===== src/four_colour_channels_regs.svh =====
`ifndef FOUR_COLOUR_CHANNELS_REGS_SVH
`define FOUR_COLOUR_CHANNELS_REGS_SVH

// register byte offsets
`define OFS_ENABLE     8'h00
`define OFS_INTEG      8'h04
`define OFS_WAIT       8'h08
`define OFS_CONFIG     8'h0c
`define OFS_LOW_THR    8'h10
`define OFS_HIGH_THR   8'h14
`define OFS_PERSIST    8'h18
`define OFS_STATUS     8'h1c
`define OFS_MASK       8'h20
`define OFS_RED        8'h24
`define OFS_GREEN      8'h28
`define OFS_BLUE       8'h2c
`define OFS_CLEAR      8'h30
`define OFS_STATE      8'h34

// enable register fields
`define EN_POWER       0
`define EN_MEASURE     1
`define EN_WAIT        2
// config register fields
`define CFG_GAIN_LO    0
`define CFG_GAIN_HI    1
`define CFG_LONG_WAIT  2
// status and mask fields
`define ST_CYCLE_DONE  0
`define ST_THRESHOLD   1

// reset values
`define RST_ENABLE     3'h0
`define RST_INTEG      8'hff
`define RST_WAIT       8'hff
`define RST_CONFIG     3'h0
`define RST_LOW_THR    16'h0000
`define RST_HIGH_THR   16'hffff
`define RST_PERSIST    4'h0
`define RST_MASK       2'h0

// timing
`define CLK_PERIOD_NS  50
`define STEP_TIME_NS   2400000
`define STEP_CYCLES    (`STEP_TIME_NS / `CLK_PERIOD_NS)
`define LONG_WAIT_MULT 12
`define RESULT_MAX     16'hffff

`endif


===== src/four_colour_channels_pkg.sv =====
package four_colour_channels_pkg;

    // measurement sequencer states
    typedef enum logic [1:0]
    {
        SLEEP,
        INTEGRATE,
        CAPTURE,
        WAITING
    } seq_state_t;

    // analog gain selections, relative to unity
    typedef enum logic [1:0]
    {
        GAIN_X1,
        GAIN_X4,
        GAIN_X16,
        GAIN_X60
    } analog_gain_setting_t;

    typedef logic [3:0][10:0] step_counts_t;
    typedef logic [3:0][15:0] chan_results_t;

endpackage : four_colour_channels_pkg


===== src/conv_if.sv =====
`timescale 1ns/100ps
interface conv_if;
    logic                   clear;
    logic                   add;
    four_colour_channels_pkg::step_counts_t counts;
    four_colour_channels_pkg::chan_results_t results;

    modport ctrl  (output clear, output add, output counts, input results);
    modport accum (input clear, input add, input counts, output results);
endinterface : conv_if


===== src/four_colour_channels_light_sensor_readout.sv =====
`timescale 1ns/100ps
`include "four_colour_channels_regs.svh"
// Behaviour
// - four channels integrate together, each giving a result of up to 16 bits.
// - at cycle end each channel result is copied into its readable data register.
// - results are double-buffered so a read never mixes two cycles.
// - host reaches registers over a two-wire serial bus up to 400 kHz.
// - enabled threshold event asserts a level interrupt that holds until host clears.
// - result above upper or below lower threshold counts as out of range.
// - interrupt only after programmed consecutive out-of-range results; in-range restarts.
// - programmable wait timer between measurements, 2.4 ms to over seven seconds.
// - a state machine sequences measurements and idles in low power between them.
// - interrupt pin is open drain, pulled low when asserted, floating otherwise.
// - an integration step lasts 2.4 ms; setting 0xff gives one step.
// - integration steps programmable 1 to 256, each adding up to 1024 counts.
// - analog gain selectable among 1x, 4x, 16x and 60x.
module four_colour_channels_light_sensor_readout #(
    parameter int STEP_CYCLES = `STEP_CYCLES
) (
    // clock and reset
    input  wire logic                   ref_clk,
    input  wire logic                   rst_n,
    // apb slave
    input  wire logic                   psel,
    input  wire logic                   penable,
    input  wire logic                   pwrite,
    input  wire logic [7:0]             paddr,
    input  wire logic [31:0]            pwdata,
    output logic      [31:0]            prdata,
    output logic                        pready,
    output logic                        pslverr,
    // analog front end
    input  wire four_colour_channels_pkg::step_counts_t stepCount,
    output logic                        integrating,
    output logic                        lowPower,
    output four_colour_channels_pkg::analog_gain_setting_t analogGain,
    // interrupt
    output logic                        irq,
    output logic                        intPinOut,
    output logic                        intPinOe
);

    localparam int STEP_W = $clog2(STEP_CYCLES + 1);

    // register state
    logic [2:0]                 enable_r;
    logic [7:0]                 integTime_r;
    logic [7:0]                 waitTime_r;
    logic [2:0]                 config_r;
    logic [15:0]                lowThr_r;
    logic [15:0]                highThr_r;
    logic [3:0]                 persist_r;
    logic [1:0]                 status_r;
    logic [1:0]                 mask_r;
    four_colour_channels_pkg::chan_results_t    data_r;
    logic [31:0]                prdata_r;
    logic                       slvErr_r;

    // sequencer state
    four_colour_channels_pkg::seq_state_t       state_r;
    four_colour_channels_pkg::seq_state_t       state_nxt;
    logic [STEP_W-1:0]          stepTimer_r;
    logic [8:0]                 stepsLeft_r;
    logic [3:0]                 longDiv_r;
    logic [3:0]                 oorCount_r;

    logic       stepTick;
    logic       lastStep;
    logic       waitStep;
    logic       lastWait;
    logic       outOfRange;
    logic       persistHit;
    logic [3:0] persistNeed;
    logic       wrEn;
    logic       setupPhase;
    logic [1:0] statusSet;
    logic [1:0] statusClr;

    conv_if conv ();

    channel_accum #(
        .CHANNELS (4)
    ) u_accum (
        .ref_clk (ref_clk),
        .rst_n   (rst_n),
        .conv    (conv.accum)
    );

    // address decode shared by read and write paths
    function automatic logic mapped(input logic [7:0] a);
        mapped = (a[1:0] == 2'b00) && (a <= `OFS_STATE);
    endfunction : mapped

    // the serial-bus front end converts host transfers into apb accesses
    assign setupPhase = psel && !penable;
    assign wrEn       = psel && penable && pwrite && mapped(paddr);
    // zero wait states: every access completes in its first access cycle
    assign pready     = 1'b1;
    assign prdata     = prdata_r;
    assign pslverr    = slvErr_r;

    // configuration registers written by software
    always_ff @(posedge ref_clk or negedge rst_n)
    begin
        if (!rst_n)
        begin
            enable_r    <= `RST_ENABLE;
            integTime_r <= `RST_INTEG;
            waitTime_r  <= `RST_WAIT;
            config_r    <= `RST_CONFIG;
            lowThr_r    <= `RST_LOW_THR;
            highThr_r   <= `RST_HIGH_THR;
            persist_r   <= `RST_PERSIST;
            mask_r      <= `RST_MASK;
        end
        else if (wrEn)
        begin
            case (paddr)
                `OFS_ENABLE:   enable_r    <= pwdata[2:0];
                `OFS_INTEG:    integTime_r <= pwdata[7:0];
                `OFS_WAIT:     waitTime_r  <= pwdata[7:0];
                `OFS_CONFIG:   config_r    <= pwdata[2:0];
                `OFS_LOW_THR:  lowThr_r    <= pwdata[15:0];
                `OFS_HIGH_THR: highThr_r   <= pwdata[15:0];
                `OFS_PERSIST:  persist_r   <= pwdata[3:0];
                `OFS_MASK:     mask_r      <= pwdata[1:0];
                default:       ;
            endcase
        end
    end

    // read data is prepared in the setup cycle so it comes straight from a flop
    always_ff @(posedge ref_clk or negedge rst_n)
    begin
        if (!rst_n)
        begin
            prdata_r <= 32'h0000_0000;
            slvErr_r <= 1'b0;
        end
        else if (setupPhase)
        begin
            slvErr_r <= !mapped(paddr);
            case (paddr)
                `OFS_ENABLE:   prdata_r <= {29'h0, enable_r};
                `OFS_INTEG:    prdata_r <= {24'h0, integTime_r};
                `OFS_WAIT:     prdata_r <= {24'h0, waitTime_r};
                `OFS_CONFIG:   prdata_r <= {29'h0, config_r};
                `OFS_LOW_THR:  prdata_r <= {16'h0, lowThr_r};
                `OFS_HIGH_THR: prdata_r <= {16'h0, highThr_r};
                `OFS_PERSIST:  prdata_r <= {28'h0, persist_r};
                `OFS_STATUS:   prdata_r <= {30'h0, status_r};
                `OFS_MASK:     prdata_r <= {30'h0, mask_r};
                // only the second buffer is visible, never the running sum
                `OFS_RED:      prdata_r <= {16'h0, data_r[0]};
                `OFS_GREEN:    prdata_r <= {16'h0, data_r[1]};
                `OFS_BLUE:     prdata_r <= {16'h0, data_r[2]};
                `OFS_CLEAR:    prdata_r <= {16'h0, data_r[3]};
                `OFS_STATE:    prdata_r <= {26'h0, oorCount_r, state_r};
                default:       prdata_r <= 32'h0000_0000;
            endcase
        end
    end

    // step timer: one tick per 2.4 ms step in the integrate and wait states
    assign stepTick = (stepTimer_r == STEP_W'(STEP_CYCLES - 1));
    always_ff @(posedge ref_clk or negedge rst_n)
    begin
        if (!rst_n)
            stepTimer_r <= '0;
        else if (state_r == four_colour_channels_pkg::SLEEP || state_r == four_colour_channels_pkg::CAPTURE || stepTick)
            stepTimer_r <= '0;
        else
            stepTimer_r <= stepTimer_r + STEP_W'(1);
    end

    // long wait stretches each wait step by twelve to pass seven seconds
    assign waitStep = stepTick && (!config_r[`CFG_LONG_WAIT]
                      || longDiv_r == 4'(`LONG_WAIT_MULT - 1));
    always_ff @(posedge ref_clk or negedge rst_n)
    begin
        if (!rst_n)
            longDiv_r <= 4'h0;
        else if (state_r != four_colour_channels_pkg::WAITING || waitStep)
            longDiv_r <= 4'h0;
        else if (stepTick)
            longDiv_r <= longDiv_r + 4'h1;
    end

    // step counts: setting 0xff gives one step, 0x00 gives 256
    assign lastStep = stepTick && (stepsLeft_r == 9'h001);
    assign lastWait = waitStep && (stepsLeft_r == 9'h001);
    always_ff @(posedge ref_clk or negedge rst_n)
    begin
        if (!rst_n)
            stepsLeft_r <= 9'h000;
        else if (state_nxt != state_r && state_nxt == four_colour_channels_pkg::INTEGRATE)
            stepsLeft_r <= 9'h100 - {1'b0, integTime_r};
        else if (state_nxt != state_r && state_nxt == four_colour_channels_pkg::WAITING)
            stepsLeft_r <= 9'h100 - {1'b0, waitTime_r};
        else if ((state_r == four_colour_channels_pkg::INTEGRATE && stepTick) || waitStep)
            stepsLeft_r <= stepsLeft_r - 9'h001;
    end

    // measurement sequencer
    always_comb
    begin
        state_nxt = state_r;
        case (state_r)
            four_colour_channels_pkg::SLEEP:
                if (enable_r[`EN_POWER] && enable_r[`EN_MEASURE])
                    state_nxt = four_colour_channels_pkg::INTEGRATE;
            four_colour_channels_pkg::INTEGRATE:
                if (!enable_r[`EN_POWER] || !enable_r[`EN_MEASURE])
                    state_nxt = four_colour_channels_pkg::SLEEP;
                else if (lastStep)
                    state_nxt = four_colour_channels_pkg::CAPTURE;
            four_colour_channels_pkg::CAPTURE:
                if (!enable_r[`EN_POWER] || !enable_r[`EN_MEASURE])
                    state_nxt = four_colour_channels_pkg::SLEEP;
                else if (enable_r[`EN_WAIT])
                    state_nxt = four_colour_channels_pkg::WAITING;
                else
                    state_nxt = four_colour_channels_pkg::INTEGRATE;
            four_colour_channels_pkg::WAITING:
                if (!enable_r[`EN_POWER] || !enable_r[`EN_MEASURE])
                    state_nxt = four_colour_channels_pkg::SLEEP;
                else if (lastWait)
                    state_nxt = four_colour_channels_pkg::INTEGRATE;
            default:
                state_nxt = four_colour_channels_pkg::SLEEP;
        endcase
    end

    always_ff @(posedge ref_clk or negedge rst_n)
    begin
        if (!rst_n)
            state_r <= four_colour_channels_pkg::SLEEP;
        else
            state_r <= state_nxt;
    end

    // front end is powered only while integrating; sleep and wait draw little
    always_ff @(posedge ref_clk or negedge rst_n)
    begin
        if (!rst_n)
        begin
            integrating <= 1'b0;
            lowPower    <= 1'b1;
            analogGain  <= four_colour_channels_pkg::GAIN_X1;
        end
        else
        begin
            integrating <= (state_nxt == four_colour_channels_pkg::INTEGRATE);
            lowPower    <= (state_nxt != four_colour_channels_pkg::INTEGRATE);
            analogGain  <= four_colour_channels_pkg::analog_gain_setting_t'(
                           config_r[`CFG_GAIN_HI:`CFG_GAIN_LO]);
        end
    end

    // all four channels add their step count on the same tick
    assign conv.add    = (state_r == four_colour_channels_pkg::INTEGRATE) && stepTick;
    assign conv.counts = stepCount;
    // the running sum is dropped once captured or whenever idle
    assign conv.clear  = (state_r != four_colour_channels_pkg::INTEGRATE);

    // second buffer loads all channels at once at cycle end
    always_ff @(posedge ref_clk or negedge rst_n)
    begin
        if (!rst_n)
            data_r <= '0;
        else if (state_r == four_colour_channels_pkg::CAPTURE)
            data_r <= conv.results;
    end

    // threshold check runs on the clear channel, the broadband reference
    assign outOfRange  = (conv.results[3] > highThr_r) || (conv.results[3] < lowThr_r);
    // a persistence setting of zero fires on every out-of-range result
    assign persistNeed = (persist_r == 4'h0) ? 4'h1 : persist_r;
    // one extra bit so a saturated count of 15 does not wrap back to zero
    assign persistHit  = outOfRange && (({1'b0, oorCount_r} + 5'h01) >= {1'b0, persistNeed});

    // consecutive out-of-range counter, restarted by any in-range result
    always_ff @(posedge ref_clk or negedge rst_n)
    begin
        if (!rst_n)
            oorCount_r <= 4'h0;
        else if (state_r == four_colour_channels_pkg::CAPTURE)
        begin
            if (!outOfRange)
                oorCount_r <= 4'h0;
            else if (oorCount_r != 4'hf)
                oorCount_r <= oorCount_r + 4'h1;
        end
    end

    // sticky status, write one to clear; a same-cycle event wins over the clear
    assign statusSet[`ST_CYCLE_DONE] = (state_r == four_colour_channels_pkg::CAPTURE);
    assign statusSet[`ST_THRESHOLD]  = (state_r == four_colour_channels_pkg::CAPTURE) && persistHit;
    assign statusClr = (wrEn && paddr == `OFS_STATUS) ? pwdata[1:0] : 2'b00;
    always_ff @(posedge ref_clk or negedge rst_n)
    begin
        if (!rst_n)
            status_r <= 2'b00;
        else
            status_r <= (status_r & ~statusClr) | statusSet;
    end

    // level interrupt, held while any enabled status bit stays set
    always_ff @(posedge ref_clk or negedge rst_n)
    begin
        if (!rst_n)
            irq <= 1'b0;
        else
            irq <= |((status_r & ~statusClr | statusSet) & mask_r);
    end

    // open drain: drive low only when asserted, otherwise release the line
    assign intPinOut = 1'b0;
    assign intPinOe  = irq;

endmodule : four_colour_channels_light_sensor_readout


===== src/channel_accum.sv =====
`timescale 1ns/100ps
`include "four_colour_channels_regs.svh"
module channel_accum #(
    parameter int CHANNELS = 4
) (
    // clock and reset
    input wire logic ref_clk,
    input wire logic rst_n,
    // converter side
    conv_if.accum    conv
);

    // one saturating accumulator per channel, all stepping together
    genvar ch;
    generate
        for (ch = 0; ch < CHANNELS; ch++)
        begin : g_chan
            logic [16:0] sum;
            assign sum = {1'b0, conv.results[ch]} + {6'h00, conv.counts[ch]};
            always_ff @(posedge ref_clk or negedge rst_n)
            begin
                if (!rst_n)
                    conv.results[ch] <= 16'h0000;
                else if (conv.clear)
                    conv.results[ch] <= 16'h0000;
                else if (conv.add)
                    // pin at full scale so a bright scene never reads dark
                    conv.results[ch] <= sum[16] ? `RESULT_MAX : sum[15:0];
            end
        end
    endgenerate

endmodule : channel_accum


===== config.mk =====
export PLATFORM = sky130hd
export DESIGN_NAME = four_colour_channels_light_sensor_readout
export DESIGN_NICKNAME = d
export VERILOG_FILES = /design/src/four_colour_channels_pkg.sv /design/src/conv_if.sv /design/src/four_colour_channels_light_sensor_readout.sv /design/src/channel_accum.sv
export VERILOG_INCLUDE_DIRS = /design/src /design/src/src
export SDC_FILE = /design/constraint.sdc
export NUM_CORES = 1
export LEC_CHECK = 0
export ABC_CLOCK_PERIOD_IN_PS = 3800
export BUFFER_PORTS_ARGS = -buffer_cell sky130_fd_sc_hd__buf_4
export CORE_MARGIN = 1
export CORE_UTILIZATION = 45
export CTS_BUF_LIST = sky130_fd_sc_hd__clkbuf_2 sky130_fd_sc_hd__clkbuf_4 sky130_fd_sc_hd__clkbuf_8
export DETAILED_ROUTE_END_ITERATION = 8
export SETUP_SLACK_MARGIN = 0.15
export SYNTH_ARGS = -nofsm -noshare
export SYNTH_HDL_FRONTEND = slang
export SYNTH_SLANG_ARGS = --single-unit

===== constraint.sdc =====
create_clock -name ref_clk -period 3.8 [get_ports ref_clk]
set_clock_uncertainty 0.2 [all_clocks]
set_input_delay 0 -clock ref_clk [delete_from_list [all_inputs] [get_ports ref_clk]]
set_output_delay 0 -clock ref_clk [all_outputs]
set_load 0.01 [all_outputs]

* Word-level counts from Yosys, hierarchy flattened
Index checks and enable logic that the tools add are counted.
** Storage, ports and cells
- Register bits :: 263
- Bits in latches :: 0
- RAM bits :: 0
- Bits in read-only memories :: 0
- Bits of input ports :: 89
- Output and inout bits :: 41
- Memories :: 0
** Operators by class
- Add/sub/neg operators :: 11
- Multiply operators :: 0
- Div/mod/pow operators :: 0
- Magnitude comparators :: 4
- Eq/ne operators :: 27
- Shift operators :: 0
- Mux-type cells :: 31
- Bitwise operators :: 4
- Reductions and logical operators :: 44
** Operators with widths (number)
- 16-bit case mux with 14 select lines :: 1
- 16-bit 2-to-1 mux :: 13
- 16-bit by 11-bit adder with 17-bit output :: 4
- 8-bit by 6-bit == test with 1-bit output (second input constant) :: 6
- 8-bit by 5-bit == test with 1-bit output (second input constant) :: 4
- 9-bit 2-to-1 mux :: 3
- 4-bit 2-to-1 mux :: 5
- 2-bit AND reduction :: 9
- 9-bit by 8-bit subtractor with 9-bit output (first input constant) :: 2
- 16-bit by 1-bit adder with 16-bit output (second input constant) :: 1
- 16-bit == test (second input constant) :: 1
- 8-bit by 4-bit == test with 1-bit output (second input constant) :: 2
- 16-bit > comparator :: 1
- 16-bit less-than comparator :: 1
- 2-bit 2-to-1 mux :: 8
- 1-bit logical AND :: 15
- 9-bit by 1-bit == test with 1-bit output (second input constant) :: 1
- 9-bit by 1-bit subtractor with 9-bit output (second input constant) :: 1
- 4-bit by 1-bit adder with 4-bit output (second input constant) :: 2
- 8-bit by 3-bit == test with 1-bit output (second input constant) :: 1
- 8-bit by 6-bit less-or-equal comparator with 1-bit output (second input constant) :: 1
- 8-bit zero test :: 1
- 2-bit case mux with 4 select lines :: 1
- 1-bit logical OR :: 7
- 18 further kinds :: 30

* Depth between registers and ports, before layout
- Word-level depth :: 11
- Depth in mapped cells :: 10
- Mapped depth without buffers :: 10

* Cells and area by module
Synthesis repeated with hierarchy kept, for this count alone.
** Unflattened totals
- Cell total of the unflattened synthesis :: 1571
- Area, all modules :: 14600.3 um^2
** By module, submodules not included
- four_colour_channels_light_sensor_readout :: instances 1, cells each 1034, area each 9730.6 um^2
- channel_accum :: instances 1, cells each 537, area each 4869.7 um^2

* Worst setup path before layout
OpenSTA, ideal clock, no wires.
- Kind :: register -> register
- Start :: reg u_accum.conv.results[32]
- End :: reg u_accum.conv.results[46]
- Library setup time :: 0.137 ns
- Arrival time :: 2.303 ns
- Data required time :: 3.463 ns
- Slack :: 1.161 ns
- Cell stages (with the launch flop) :: 11
- Buffers on the path :: 0
- Clock period less this slack :: 2.639 ns
- Cells stage by stage :: dfrtp_1 ha_1 inv_1 fa_1 nor2b_1 o21ai_0 o21ai_1 a31oi_1 or4_4 nor3_2 a211oi_2
** Between the ends
- Cells in the longest elaborated chain, start to end :: 4
** Ends and longest elaborated chain
- start: declaration :: RTL line conv_if.sv:9 : modport accum (input clear, input add, input counts, output results);
- start signal: indexed assignment :: RTL line channel_accum.sv:28 : conv.results[ch] <= sum[16] ? `RESULT_MAX : sum[15:0];
- 16-bit by 11-bit adder with 17-bit output :: RTL line channel_accum.sv:19 : assign sum = {1'b0, conv.results[ch]} + {6'h00, conv.counts[ch]};
- 16-bit 2-to-1 mux :: RTL line channel_accum.sv:28
- 16-bit 2-to-1 mux :: RTL line channel_accum.sv:26 : else if (conv.add)
- 16-bit 2-to-1 mux :: RTL line channel_accum.sv:24 : else if (conv.clear)
No other way between the ends. The select of a mux whose other input is x is not followed.
A chain may end at the register's enable or synchronous reset.

* Worst setup path in the final report
- Start :: reg stepTimer_r[7]
- End :: reg u_accum.conv.results[31]
** Between the ends
- Cells in the longest elaborated chain, start to end :: 3
** Ends and longest elaborated chain
- start: declaration :: RTL line four_colour_channels_light_sensor_readout.sv:62 : logic [STEP_W-1:0] stepTimer_r;
- start signal: assignment :: RTL line four_colour_channels_light_sensor_readout.sv:173 : stepTimer_r <= stepTimer_r + STEP_W'(1);
- 16-bit == test :: RTL line four_colour_channels_light_sensor_readout.sv:165 : assign stepTick = (stepTimer_r == STEP_W'(STEP_CYCLES - 1));
- 1-bit logical AND :: RTL line four_colour_channels_light_sensor_readout.sv:261 : assign conv.add = (state_r == four_colour_channels_pkg::INTEGRATE) && stepTick;
- 2-bit nonzero test (no source line)
No other way between the ends.

==> out/metrics.cfg <==
[synth]
synth_top_cell_by_area = dfrtp_1
synth_top_family_by_area = simple AND/OR/NAND/NOR gates
synth_xor_area_frac = 0.03932
synth_compound_area_frac = 0.1817
syn_area_um2 = 14260
synth_edf_count = 0
synth-adder-area-share = 0.08110
synth_top_area_share = 0.3756
netlist_top_cells_area = dfrtp_1 (38%), nand2_1 (8.3%), ha_1 (7.5%)
muxShareOfSynthArea = 0.02624
async_reset_ff_frac = 1.000
syn_inst = 1588
synth_most_common_cell = nand2_1
yosys.area_share.simple = 0.1895
ys.warnings.count = 0
synth_commonest_cells = nand2_1 (314), dfrtp_1 (214), o21ai_0 (141)
synth_flop_cell = dfrtp_1
syn_area_per_cell_um2 = 8.977
synth_cell_types = 78
synth-seq-cells = 247
ys_seq_area_frac = 0.4365

[global_routing]
grt_max_degree = 91
antenna_found_initial = 0
grt_pass1_wl_um = 67010
track_usage = 0.2630
grt_pass1_vias = 12020
grt_overflow = 0

[worst_setup_path]
slowest_delay_ps = 590
crit_buf_inv = 2
cp.required_ps = 4020
worstSetupEndpointType = flop
path_class = flop to flop
cp.depth = 7
slowest_stage = dlygate4sd3_1
cp_cell_sequence = or2_2 -> nor4_1 -> nand2_1 -> buf_4 -> o41ai_1 -> dlygate4sd3_1 -> a21oi_1
cp_top_family = simple AND/OR/NAND/NOR gates
ff2ff_setup_slack_ps = 320
path_max_fanout = 9
cp.arrival_ps = 3700
r2r-end = u_accum.conv.results[31]$_DFFE_PN0P_
worst-r2r-cell-count = 7
worstReg2RegStart = stepTimer_r[7]$_DFF_PN0_
start_kind = flop

[routing]
vias = 12500
wirelength_um = 42030
drtPass1Iterations = 7
first_iter_violations = 912
wl_per_cell_um = 18.92
antenna_left = 0
drc = 0
via_per_inst = 5.625

[die]
core_um2 = 30910
dieArea_um2 = 32400
num_io_pins = 130
chipWidth_um = 180.0
start_util = 0.4612
rows = 64
die_h_um = 180.0

[sta]
finalHoldViolCount = 0
relSlewSlack = 0.3229
period_needed_ps = 3479
fin_tns_setup_ps = 0
setup_viol = 0
final_max_slew_viol_count = 0
rsz0062_at_grt = no
tightest_slew_ps = 1016
fmax_ghz = 0.2874
timing.final.crit_share = 0.9155

[layout]
nNetsFinal = 1972
antennaDiodeCount = 0
drive_gt1_frac = 0.1566
fin_util = 0.5618
areaGrowthSynthToFinish_pct = 21.80

[clock_tree]
numCtsBuffers = 43
cts_setup_buffers = 0
cts_tree = done
cts_num_sinks = 247
clock_path_buffers = 3
cts_root_buf = clkbuf_8
clock_latency_ps = 570
cts.clk_slew.worst_paths_ps = 60
h-tree-depth = 2

[worst_hold_path]
hold_depth = 4
min-delay-start = pwdata[12]
hp-class = input port to flop
worstHoldEndpoint = lowThr_r[12]$_DFFE_PN0P_

[pwr]
leakagePower_nw = 8.297
p_per_area_nw_per_um2 = 324.0
peakVddDrop_mv = 0.1675

[place]
place_congestion = 0.9156
place_hpwl_um = 29910
port-buffer-count = 95

[flow_run]
max-cap-violations = 0

[outcome]
status = finished clean

-- power by group --
group          switching (mW)  leakage (nW)  internal, mW
clock                    1.13         0.499          1.49
combinational           0.193          4.58         0.170
sequential            0.00284          3.22          2.64
total                    1.33          8.30          4.30
-- area by class of cell --
| cell class | instances | area (um2) |
|---|---|---|
| Tap cell | 396 | 495.5 |
| Inverter | 68 | 255.2 |
| Timing Repair Buffer | 224 | 1977 |
| Clock inverter | 10 | 81.33 |
| Sequential cell | 247 | 6222 |
| Clock buffer | 68 | 848.3 |
| Fill cell | 2825 | 13550 |
| Multi-Input combinational cell | 1209 | 7485 |
-- tightest hold or removal path: cells and delay by family --
kind,cells,cell delay [ps]
compound gates,1,60
buf+inv,2,650
simple gates,1,40
-- state kept, by name, indices dropped and copies added, names as in the netlist --
name and cells:
data_r 64, u_accum.conv.results 64, highThr_r 16, lowThr_r 16, prdata 16, stepTimer_r 16
stepsLeft_r 9, integTime_r 8, waitTime_r 8, longDiv_r 4, oorCount_r 4, persist_r 4
config_r 3, enable_r 3, analogGain 2, mask_r 2, state_r 2, status_r 2
intPinOe 1, integrating 1, lowPower 1, pslverr 1
-- cell families (layout without fill, tap and decap cells) --
family,count (synthesis),count (layout)
compound gates,413,413
xor+xnor,64,64
fa+ha+maj,90,90
buf+inv,148,370
flops,247,247
mux,33,33
other cells,2,18
simple gates,591,591
-- per-layer routing --
layer  up-vias  global-route usage  routed length [um]
met5         -                   0                   0
met2       388              0.3932               18410
met3        68             0.04315                2469
li1       6021                   -                   -
met1      6022              0.3868               20030
met4         0             0.08586                1123
-- layout by cell type (no fill, tap or decap), drive strengths merged, types with 18 or more instances in the layout --
master / instances
a221oi: 19
nor2: 90
conb: 18
xor2: 35
nor3: 42
mux2: 25
a21oi: 98
dfrtp: 214
dlygate4sd3: 102
inv: 69
nand3: 26
nand2: 314
dfstp: 33
o21ai: 143
xnor2: 29
clkbuf: 68
a22oi: 39
buf: 122
ha: 86
a211oi: 18
-- how the worst max path moves through the flow --
| stage | startpoint | endpoint |
|---|---|---|
| after floorplan | u_accum.conv.results[32]$_DFFE_PN0P_ | u_accum.conv.results[46]$_DFFE_PN0P_ |
| after global placement | u_accum.conv.results[32]$_DFFE_PN0P_ | u_accum.conv.results[45]$_DFFE_PN0P_ |
| after detailed placement | u_accum.conv.results[32]$_DFFE_PN0P_ | u_accum.conv.results[33]$_DFFE_PN0P_ |
| after CTS | u_accum.conv.results[0]$_DFFE_PN0P_ | u_accum.conv.results[10]$_DFFE_PN0P_ |
| after global routing | stepTimer_r[7]$_DFF_PN0_ | u_accum.conv.results[31]$_DFFE_PN0P_ |
| final | stepTimer_r[7]$_DFF_PN0_ | u_accum.conv.results[31]$_DFFE_PN0P_ |
-- stage by stage --
stage / area (um2) / power [mW] / hold WS, ps / setup WS, ps / cells
5_1_grt: 17360 / 5.846 / 16.07 / 181.3 / 2222
2_1_floorplan: 14320 / 2.810 / -495.6 / 1161 / 1604
4_1_cts: 17360 / 5.686 / 2.575 / 333.9 / 2222
6_report: 17360 / 5.626 / 30.99 / 320.9 / 2222
3_5_place_dp: 15380 / 2.963 / -68.60 / 657.8 / 2041
3_3_place_gp: 15380 / 2.961 / -67.29 / 726.2 / 2041
-- timing repair --
item	4_1_cts	5_1_grt
hold buffers	103	0
gates resized for setup	0	1
hold endpoints to repair	302	0
setup endpoints to repair	0	1
No activity file was read; power rests on OpenSTA's default activity.
